<file path="src/rtl/rtd_pkg.sv">
// Package of constants, register map and carrier types for the ring trip detector
package rtd_pkg;

    // ------------------------------------------------------------
    // Register offsets (byte addresses)
    // ------------------------------------------------------------
    localparam logic [7:0] RTD_OFS_CONFIG  = 8'h00;
    localparam logic [7:0] RTD_OFS_BLANK   = 8'h04;
    localparam logic [7:0] RTD_OFS_STATUS  = 8'h08;
    localparam logic [7:0] RTD_OFS_IRQ     = 8'h0c;
    localparam logic [7:0] RTD_OFS_MASK    = 8'h10;
    localparam logic [7:0] RTD_OFS_AVERAGE = 8'h14;

    // ------------------------------------------------------------
    // Config field positions
    // ------------------------------------------------------------
    localparam int RTD_CFG_THR_LSB   = 0;   // trip_threshold, 7 bits, 0.5 mA steps
    localparam int RTD_CFG_ILIM_LSB  = 8;   // ringing_current_limit, 5 bits
    localparam int RTD_CFG_INTEG_BIT = 16;  // trip_integration_select
    localparam int RTD_CFG_TWO_BIT   = 17;  // 1 = two cycles, 0 = one cycle
    localparam int RTD_CFG_EN_BIT    = 18;  // ringing state active

    // Interrupt / status bit positions
    localparam int RTD_EV_HOOK  = 0;        // loop-closure flag
    localparam int RTD_EV_IND   = 1;        // per-cycle trip indication
    localparam int RTD_EV_LIMIT = 2;        // current-limit based indication
    localparam int RTD_NEV      = 3;

    // ------------------------------------------------------------
    // Reset values and fixed scaling
    // ------------------------------------------------------------
    localparam logic [31:0] RTD_CONFIG_RST = 32'h0002_0000;  // two cycles by default
    localparam logic [15:0] RTD_BLANK_RST  = 16'h0004;       // blanking, in ring cycles
    localparam logic [2:0]  RTD_MASK_RST   = 3'h0;
    localparam int RTD_ILIM_BASE_MA   = 50;   // code zero
    localparam int RTD_ILIM_STEP_MA   = 2;    // per count
    localparam int RTD_HALF_MA_PER_MA = 2;    // sample scale: LSB is 0.5 mA

    // ------------------------------------------------------------
    // Carrier types
    // ------------------------------------------------------------
    typedef struct packed {
        logic signed [15:0] current;   // loop current, 0.5 mA per LSB
        logic               wrap;      // generator phase wrap
        logic               valid;
    } rtd_sample_t;

    typedef enum logic [1:0] {
        RTD_IDLE  = 2'b00,
        RTD_BLANK = 2'b01,
        RTD_WATCH = 2'b10,
        RTD_TRIP  = 2'b11
    } rtd_state_t;

endpackage : rtd_pkg

</file>
<file path="src/rtl/rtd_ring_trip.sv">
// Ring trip detector: rectify, average per ring cycle, qualify and flag
//
// Local design decisions: the placing of the registers and register access over APB.
`timescale 1ns/1ps
module rtd_ring_trip
    import rtd_pkg::*;
#(
    parameter int ACC_W = 32
) (
    // Clock and reset
    input  wire logic        pclk,
    input  wire logic        presetn,
    // APB slave
    input  wire logic        psel,
    input  wire logic        penable,
    input  wire logic        pwrite,
    input  wire logic [7:0]  paddr,
    input  wire logic [31:0] pwdata,
    output logic      [31:0] prdata,
    output logic             pready,
    output logic             pslverr,
    // Sample stream, same clock
    input  wire rtd_sample_t sample,
    // Host interrupt
    output logic             irq
);

    // ------------------------------------------------------------
    // Registers
    // ------------------------------------------------------------
    // Configuration word as written by the host; only defined fields are kept
    logic [31:0]        ring_cfg, next_ring_cfg;
    logic [15:0]        blank_len, next_blank_len;
    logic [RTD_NEV-1:0] irq_stat, next_irq_stat;
    logic [RTD_NEV-1:0] irq_mask, next_irq_mask;

    // Per-cycle sums and the qualification state
    logic [ACC_W-1:0]   acc, next_acc;
    logic [ACC_W-1:0]   nsamp, next_nsamp;
    logic [ACC_W-1:0]   nlimit, next_nlimit;
    logic [ACC_W-1:0]   last_avg, next_last_avg;
    logic [15:0]        blank_cnt, next_blank_cnt;
    logic [1:0]         ind_cnt, next_ind_cnt;
    logic               hook, next_hook;
    rtd_state_t         state, next_state;

    // Decoded fields; the host sets them before ringing, so a change
    // in mid-cycle is not made to take effect cleanly
    logic [6:0]  thr;
    logic [4:0]  ilim_code;
    logic        half_wave;
    logic        two_cycles;
    logic        ring_on;
    assign thr        = ring_cfg[RTD_CFG_THR_LSB +: 7];
    assign ilim_code  = ring_cfg[RTD_CFG_ILIM_LSB +: 5];
    assign half_wave  = ring_cfg[RTD_CFG_INTEG_BIT];
    assign two_cycles = ring_cfg[RTD_CFG_TWO_BIT];
    assign ring_on    = ring_cfg[RTD_CFG_EN_BIT];

    // ------------------------------------------------------------
    // Datapath: rectify, limit decode, cycle result
    // ------------------------------------------------------------
    logic [15:0] rect;
    logic [15:0] ilim_half;
    logic [ACC_W-1:0] avg;
    logic        over_thr;
    logic        over_lim;
    logic        cycle_ind;
    logic        limit_ind;
    logic        cyc_end;

    always_comb begin
        // Half-wave drops the negative lobe; full-wave takes magnitude.
        // With AC-only ringing the two lobes cancel in a plain average, so
        // one lobe is kept; a DC bias survives full-wave and lifts the mean.
        if (sample.current[15])
            rect = half_wave ? 16'h0000 : 16'(-sample.current);
        else
            rect = 16'(sample.current);
    end

    // 50 mA + 2 mA/count, in 0.5 mA units, so it meets the rectified
    // sample directly; code 31 gives 224 units, well inside 16 bits
    assign ilim_half = 16'((RTD_ILIM_BASE_MA + RTD_ILIM_STEP_MA * int'(ilim_code))
                           * RTD_HALF_MA_PER_MA);
    assign over_lim  = (rect >= ilim_half);
    assign cyc_end   = sample.valid && sample.wrap;

    // Cycle average, including the closing sample.
    // The divide is combinational: it is used only at the wrap edge, but
    // it sets the longest path of the block and limits the clock rate.
    // Counts are as wide as the sum so a long cycle cannot wrap them.
    logic [ACC_W-1:0] tot_acc;
    logic [ACC_W-1:0] tot_n;
    logic [ACC_W-1:0] tot_lim;
    always_comb begin
        tot_acc = acc + ACC_W'(rect);
        tot_n   = nsamp + ACC_W'(1);
        tot_lim = nlimit + ACC_W'(over_lim);
        avg     = tot_acc / tot_n;
    end
    // Strict compare: an average equal to the threshold does not trip.
    // More than half: twice the limit count must exceed the total.
    assign over_thr  = (avg > ACC_W'(thr));
    assign limit_ind = ((tot_lim << 1) > tot_n);
    assign cycle_ind = over_thr || limit_ind;

    // ------------------------------------------------------------
    // Accumulators, next state
    // ------------------------------------------------------------
    // Sums run whenever ringing is on, blanking included, so the first
    // cycle watched after blanking is a whole one. Dropping ringing
    // clears them; the last average stays readable.
    always_comb begin
        next_acc      = acc;
        next_nsamp    = nsamp;
        next_nlimit   = nlimit;
        next_last_avg = last_avg;
        if (!ring_on) begin
            next_acc    = '0;
            next_nsamp  = '0;
            next_nlimit = '0;
        end else if (cyc_end) begin
            // Wrap sample closes the cycle; its value is already in avg
            next_acc      = '0;
            next_nsamp    = '0;
            next_nlimit   = '0;
            next_last_avg = avg;
        end else if (sample.valid) begin
            next_acc    = tot_acc;
            next_nsamp  = tot_n;
            next_nlimit = tot_lim;
        end
    end

    // ------------------------------------------------------------
    // Trip qualification state machine, next state
    // ------------------------------------------------------------
    logic trip_pulse;
    logic ind_pulse;
    logic lim_pulse;

    // Idle -> blank -> watch -> trip. A cycle without an indication
    // restarts the count, so only consecutive cycles confirm a trip.
    // Trip is held until ringing is removed, which also clears hook.
    always_comb begin
        next_state     = state;
        next_blank_cnt = blank_cnt;
        next_ind_cnt   = ind_cnt;
        next_hook      = hook;
        trip_pulse     = 1'b0;
        ind_pulse      = 1'b0;
        lim_pulse      = 1'b0;
        case (state)
            RTD_IDLE: begin
                // Blanking is reloaded from its length register on every entry
                next_ind_cnt = 2'h0;
                if (ring_on) begin
                    next_blank_cnt = blank_len;
                    next_state     = RTD_BLANK;
                end
            end
            RTD_BLANK: begin
                // Entry transients are ignored for whole cycles.
                // A count of zero goes straight to watch; a wrap in the
                // cycle of that change is neither counted nor judged.
                if (!ring_on)
                    next_state = RTD_IDLE;
                else if (blank_cnt == 16'h0000)
                    next_state = RTD_WATCH;
                else if (cyc_end)
                    next_blank_cnt = blank_cnt - 16'h0001;
            end
            RTD_WATCH: begin
                // Judged only at the wrap edge, once per ringing cycle
                if (!ring_on)
                    next_state = RTD_IDLE;
                else if (cyc_end) begin
                    ind_pulse = cycle_ind;
                    lim_pulse = limit_ind;
                    if (!cycle_ind)
                        next_ind_cnt = 2'h0;
                    else if (ind_cnt + 2'h1 >= (two_cycles ? 2'h2 : 2'h1)) begin
                        next_hook  = 1'b1;
                        trip_pulse = 1'b1;
                        next_state = RTD_TRIP;
                    end else
                        next_ind_cnt = ind_cnt + 2'h1;
                end
            end
            RTD_TRIP: begin
                // Hold off-hook until ringing is removed
                // Further wraps are not judged; the host reads hook and drops ringing
                if (!ring_on) begin
                    next_hook  = 1'b0;
                    next_state = RTD_IDLE;
                end
            end
            default: next_state = RTD_IDLE;
        endcase
    end

    // ------------------------------------------------------------
    // APB register file, next state
    // ------------------------------------------------------------
    // Writes take effect in the access phase; reads are captured at setup
    logic wr_en;
    logic rd_en;
    assign wr_en   = psel && penable && pwrite;
    assign rd_en   = psel && !penable && !pwrite;
    assign pready  = 1'b1;                                        // Zero wait states
    assign pslverr = 1'b0;

    // One pulse per event, in status bit order
    logic [RTD_NEV-1:0] events;
    assign events = {lim_pulse, ind_pulse, trip_pulse};

    // Bits of the config word that hold a field; the rest read back zero
    localparam logic [31:0] CFG_WMASK = 32'h0007_1f7f;
    logic [31:0] next_prdata;
    logic        next_irq;
    // Register writes, sticky events, interrupt level and read capture
    always_comb begin
        next_ring_cfg = ring_cfg;
        next_blank_len = blank_len;
        next_irq_mask = irq_mask;
        next_irq_stat = irq_stat;
        next_prdata   = prdata;
        // Unmapped and read-only offsets ignore writes
        if (wr_en) begin
            case (paddr)
                RTD_OFS_CONFIG: next_ring_cfg  = pwdata & CFG_WMASK;
                RTD_OFS_BLANK:  next_blank_len = pwdata[15:0];
                RTD_OFS_IRQ:    next_irq_stat  = irq_stat & ~pwdata[RTD_NEV-1:0];
                RTD_OFS_MASK:   next_irq_mask  = pwdata[RTD_NEV-1:0];
                default: ;
            endcase
        end
        // Set wins over a simultaneous clear
        next_irq_stat = next_irq_stat | events;
        // Interrupt level is registered from the status and mask it will see
        next_irq = |(next_irq_stat & next_irq_mask);
        // Read data stands from setup through the access phase
        if (rd_en) begin
            case (paddr)
                RTD_OFS_CONFIG:  next_prdata = ring_cfg;
                RTD_OFS_BLANK:   next_prdata = {16'h0000, blank_len};
                RTD_OFS_STATUS:  next_prdata = {27'h0, ind_cnt, state, hook};
                RTD_OFS_IRQ:     next_prdata = {29'h0, irq_stat};
                RTD_OFS_MASK:    next_prdata = {29'h0, irq_mask};
                RTD_OFS_AVERAGE: next_prdata = 32'(last_avg);
                default:         next_prdata = 32'h0000_0000;
            endcase
        end
    end

    // ------------------------------------------------------------
    // Registers
    // ------------------------------------------------------------
    // All state of the block; reset loads constants only
    always_ff @(posedge pclk or negedge presetn) begin
        if (!presetn) begin
            ring_cfg  <= RTD_CONFIG_RST;
            blank_len <= RTD_BLANK_RST;
            irq_stat  <= '0;
            irq_mask  <= RTD_MASK_RST;
            prdata    <= 32'h0000_0000;
            acc       <= '0;
            nsamp     <= '0;
            nlimit    <= '0;
            last_avg  <= '0;
            blank_cnt <= 16'h0000;
            ind_cnt   <= 2'h0;
            hook      <= 1'b0;
            state     <= RTD_IDLE;
            irq       <= 1'b0;
        end else begin
            ring_cfg  <= next_ring_cfg;
            blank_len <= next_blank_len;
            irq_stat  <= next_irq_stat;
            irq_mask  <= next_irq_mask;
            prdata    <= next_prdata;
            acc       <= next_acc;
            nsamp     <= next_nsamp;
            nlimit    <= next_nlimit;
            last_avg  <= next_last_avg;
            blank_cnt <= next_blank_cnt;
            ind_cnt   <= next_ind_cnt;
            hook      <= next_hook;
            state     <= next_state;
            irq       <= next_irq;
        end
    end

endmodule : rtd_ring_trip

</file>
<file path="config.mk">
export PLATFORM = sky130hd
export DESIGN_NAME = rtd_ring_trip
export DESIGN_NICKNAME = d
export VERILOG_FILES = /design/src/rtl/rtd_pkg.sv /design/src/rtl/rtd_ring_trip.sv
export SDC_FILE = /design/constraint.sdc
export NUM_CORES = 2
export LEC_CHECK = 0
export BUFFER_PORTS_ARGS = -buffer_cell sky130_fd_sc_hd__buf_2
export CAP_MARGIN = 0
export CORE_MARGIN = 5
export CORE_UTILIZATION = 41
export CTS_BUF_LIST = sky130_fd_sc_hd__clkbuf_4 sky130_fd_sc_hd__clkbuf_8
export DETAILED_ROUTE_END_ITERATION = 6
export SYNTH_ARGS = -nofsm -noshare
export SYNTH_HDL_FRONTEND = slang
export SYNTH_SLANG_ARGS = --single-unit
export TNS_END_PERCENT = 10
</file>
<file path="constraint.sdc">
create_clock -name pclk -period 104.7 [get_ports pclk]
set_input_delay 20.94 -clock pclk [delete_from_list [all_inputs] [get_ports pclk]]
set_output_delay 20.94 -clock pclk [all_outputs]
set_load 0.005 [all_outputs]
</file>
Word level (Yosys, flattened, before mapping). Index checks and enable logic that the tools add are counted. Widths: inputs -> output; s select.

Bits of input ports: 63. Output and inout bits: 35. Logic and storage cells: 128. Bits in registers: 219.

Magnitude comparators: 4. Muxes and demuxes: 53. $add $sub $neg: 7. Equality and inequality tests: 23. Reduce and logical (&&, ||, !) cells: 22. Bitwise logic cells: 4. Divide/modulo/power cells: 1.

Operator list (count): $mux 32 (9); $pmux 32 s6 (1); $mux 16 (6); $add 32x1->32 (1); $add 32x1->32 const B (1); $add 32x16->32 (1); $div 32x32->32 (1); $gt 32x32->1 (1); $gt 32x7->1 (1); $pmux 16 s2 (1); $mux 2 (13); $ne 2x2->1 const B (9); $eq 8x4->1 const B (2); $eq 8x5->1 const B (2); $ge 16x8->1 (1); $logic_not 16->1 (1); $mux 1 (16); $neg 16->16 (1); $sub 16x1->16 const B (1); $ne 3x3->1 const B (5); $mux 3 (4); $reduce_and 6->1 (2); $eq 8x3->1 const B (1); $logic_not 8->1 (1); other kinds (21) (32).

Longest topological paths before layout.
Depth in word-level cells: 14. Depth in mapped cells: 403.

Worst setup path after synthesis. Ideal clock, no wire load.

Kind: input-to-reg. Start: in sample[3] (netlist name). End: reg ind_cnt[1]. Stages on the path: 376. Path buffers: 48. Arrival: 98335 ps. Slack: 6236 ps. Setup time: 129 ps. Cell sequence: or3_1 or3_1 or3_1 or3_1 nor3_1 nor3_1 a21oi_1 o2bb2ai_1 ha_1 nand2_1 nor3_1 nand4_1 a31oi_1 o2111ai_1 xnor2_1 ha_1 nor2_1 nor2_1 [340 not listed] or3_1 o2bb2ai_1 ha_1 nor2b_1 o21a_1 o21a_1 o21a_1 o21a_1 o21a_1 o22a_1 nor4_1 nand3_1 nor2_1 nor4b_1 or2_2 a21oi_1 o21ai_0 o21ai_0.

Word-level cells in the longest chain between the ends: 11. Elaborated cells between the ends (all ways): 16.

Ends and longest elaborated chain: from (decl) (line rtd_ring_trip.sv:23) `input wire rtd_sample_t sample,`; $neg 16->16 (line rtd_ring_trip.sv:77) `rect = half_wave ? 16'h0000 : 16'(-sample.current);`; $mux 16 (line rtd_ring_trip.sv:77); $mux 16 * (line rtd_ring_trip.sv:76) `if (sample.current[15])`; $add 32x16->32 * (line rtd_ring_trip.sv:97) `tot_acc = acc + ACC_W'(rect);`; $div 32x32->32 * (line rtd_ring_trip.sv:100) `avg = tot_acc / tot_n;`; via avg[6] (line rtd_ring_trip.sv:65) `logic [ACC_W-1:0] avg;`; $gt 32x7->1 * (line rtd_ring_trip.sv:104) `assign over_thr = (avg > ACC_W'(thr));`; $logic_or 1x1->1 * (line rtd_ring_trip.sv:106) `assign cycle_ind = over_thr || limit_ind;`; $mux 2 (line rtd_ring_trip.sv:181) `if (!cycle_ind)`; $mux 2 (line rtd_ring_trip.sv:178) `else if (cyc_end) begin`; $mux 2 (line rtd_ring_trip.sv:176) `if (!ring_on)`; $pmux 2 s2 (line rtd_ring_trip.sv:154) `case (state)`; to (signal assigned) (line rtd_ring_trip.sv:288) `ind_cnt <= next_ind_cnt;`; to (decl) (line rtd_ring_trip.sv:43) `logic [1:0] ind_cnt, next_ind_cnt;`.

Mark *: on every way through the listed nets, which the timed path passes. The rest lies on a longest branch. The select of a mux whose other input is x is not followed. A chain may end at the register's enable or synchronous reset.

Worst setup path after layout.
Start: in sample[3] (netlist name). End: reg ind_cnt[1].

Word-level cells in the longest chain between the ends: 11. Elaborated cells between the ends (all ways): 16.

Ends and longest elaborated chain (line): $neg 16->16 (rtd_ring_trip.sv:77); $mux 16 (rtd_ring_trip.sv:77); $mux 16 * (rtd_ring_trip.sv:76); $add 32x16->32 / $ge 16x8->1 (equally long branches) (rtd_ring_trip.sv:97, rtd_ring_trip.sv:86); $div 32x32->32 / $add 32x1->32 (equally long branches) (rtd_ring_trip.sv:100, rtd_ring_trip.sv:99); $gt 32x7->1 / $gt 32x32->1 (equally long branches) (rtd_ring_trip.sv:104, rtd_ring_trip.sv:105); $logic_or 1x1->1 * (rtd_ring_trip.sv:106); $mux 2 (rtd_ring_trip.sv:181); $mux 2 (rtd_ring_trip.sv:178); $mux 2 (rtd_ring_trip.sv:176); $pmux 2 s2 (rtd_ring_trip.sv:154).

Every way passes the cells marked *; elsewhere a longest branch is shown, timed or not. The select of a mux whose other input is x is not followed.

==> impl_metrics.ini <==
[floorplan]
num_io_pins = 98
core_area_um2 = 102000
initial_core_util_pct = 41.3
fp-row-count = 117
die_x_um = 330
die_h_um = 330
dieArea_um2 = 109000

[timing]
whs_ns = 0.471
finalSetupViolations = 0
fmax_mhz = 10.0
tightest_slew_ns = 1.18
slew_violations = 0
hold_viol = 0
finClkSkew_ns = 0.0547
period_share_pct = 95.4
slew_headroom_pct = 20.6
min_period_ns = 99.92

[setup_path]
slowest_delay_ns = 0.57
crit_path_start_kind = primary input
end_kind = flop
cp_max_fo = 14
cp.required_ns = 105.21
arrival_ns = 100.43
critPathKind = in -> reg
cpMostUsedCell = buf_4
critical_path.top_delay_family = compound AO/OA/AOI/OAI gates
critPathSlowestCell = o31ai_1
critical_path_buf_inv_count = 57

[clocking]
numCtsBuffers = 39
clockBufferDepth = 3
cts-root-buf = clkbuf_8
cts.hold.buffers_added = 0
cts_tree = yes
clkSlewWorstSetupHoldPaths_ns = 0.06
clock_latency_ns = 0.64
cts.sinks = 218
htreeDepth = 2

[route]
ant_nets = 0
drtIter0Drc = 4298
firstDrtPassIters = 6
routedWlPerCell_um = 20.5
drt_wl_total_mm = 176
avgViaCountPerCell = 5.86
drc = 0
via_count = 50266

[layout]
layout_common_cells = buf_4, nand2_1, ha_1
areaGrowthSynthToFinish_pct = 33.0
final_area_um2 = 56000
fill_cells = 9823
regArea_um2 = 5460
drive_gt1_share_pct = 26.7
multi_input_area_um2 = 35700
layout_commonest_cell = buf_4
nNetsFinal = 7837
final_cells = 8578

[placed_design]
gp_congestion = 1.01
dp.cells = 8486
place_area_um2 = 54600
port_buffers = 82
dp_hpwl_mm = 139

[logic_synthesis]
ys_async_sr_fraction_pct = 100
syn_nets = 6454
yosys_warnings = 0
netlist_instances = 5794
ys_ff_latch = 218
syn_area_per_cell_um2 = 7.27
synth-edff-count = 0
netlist_area_um2 = 42100
ys.flop_type = dfrtp_1
yosysSeqAreaShare_pct = 13.0
synth_cell_types = 113

[grt]
grt_max_degree = 85
antenna_found_initial = 10
grt_first_pass_wirelength_mm = 266
grt.total_usage_pct = 30.8
overflow = 0
first_global_vias = 46972

[run]
drv_cap = 0

[run_status]
status = completed

[worst_hold_path]
hp-class = reg -> reg
[Yosys cell counts (all sizes together), types with 149 or more instances]
| master | n | area (µm²) |
|---|---|---|
| nor3 | 188 | 971 |
| nor2 | 512 | 1930 |
| xor2 | 188 | 1650 |
| nand3 | 177 | 891 |
| clkbuf | 149 | 561 |
| xnor2 | 248 | 2170 |
| a21oi | 398 | 2000 |
| dfrtp | 216 | 5410 |
| ha | 596 | 7460 |
| inv | 181 | 679 |
| a21o | 205 | 1540 |
| o21ai | 497 | 2500 |
| nand2 | 718 | 2700 |
[kinds of logic after synthesis]
logic type,share of synthesized area (%)
AOI/OAI and AO/OA,28.6
xor gates and xnor gates,9.07
adders and majority gates,17.8
buffers and inverters,3.59
DFF,13.0
muxes,3.22
other,0.0178
and+or+nand+nor,24.8
[worst paths after layout]
path                               from           end  slack [ns]  cells after the start
setup / recovery              sample[3]    ind_cnt[1]        4.78                    380
hold / removal                prdata[8]     prdata[8]        0.47                      2
setup reg to reg           ring_cfg[16]    ind_cnt[1]       24.70                    374
hold reg to reg               prdata[8]     prdata[8]        0.47                      2
max in group asynchronous       presetn      nsamp[0]       82.14                      3
min in group asynchronous       presetn  last_avg[20]       20.30                      1
[repair_timing]
item,4_1_cts,5_1_grt
gates resized for setup,0,82
endpoints found under the setup margin,0,9
buffers inserted,0,18
[final cells by class]
type	instances	share of cell area, %
flip-flops and latches	218	9.75
well taps	1368	3.06
inverters	181	1.22
diodes	2	0.00894
clock buffers	66	1.45
repair buffers	1548	20.5
clock inverters	6	0.114
multi-input cells	5189	63.9
[tightest hold or removal path, stage by stage, from the launching register on]
cell,delay (ns)
dfrtp_1,0.34
nand2_1,0.04
o21ai_0,0.06
[per-layer routing]
layer / vias up / wire [µm] / part of all wire, % / track usage [%]
li1: 24326 / - / - / -
met1: 23729 / 78600 / 45 / 42.8
met2: 1852 / 76300 / 43 / 49.6
met3: 355 / 15000 / 8.5 / 5.00
met4: 4 / 5710 / 3.2 / 8.83
met5: - / 27 / 0.015 / 0
[flip-flops by register name, summed over array words and instances (netlist names), 3 cells and up]
register,cells
irq_stat,3
last_avg,32
nlimit,31
prdata,32
nsamp,32
ring_cfg,15
blank_cnt,16
blank_len,16
irq_mask,3
acc,32
[through the flow]
stage               worst slack [ns]  setup TNS (ns)  utilization (%)
detailed placement             0.510               0             53.6
floorplan                       6.24               0                -
global placement                1.02               0             53.6
global route                 -0.0984          -0.123             54.9
finish                          4.78               0             54.9
CTS                            0.759               0             54.4
Power is left out: the tool's default activity adds up to more than one toggle a clock period on the data nets, which glitch-free logic cannot reach.
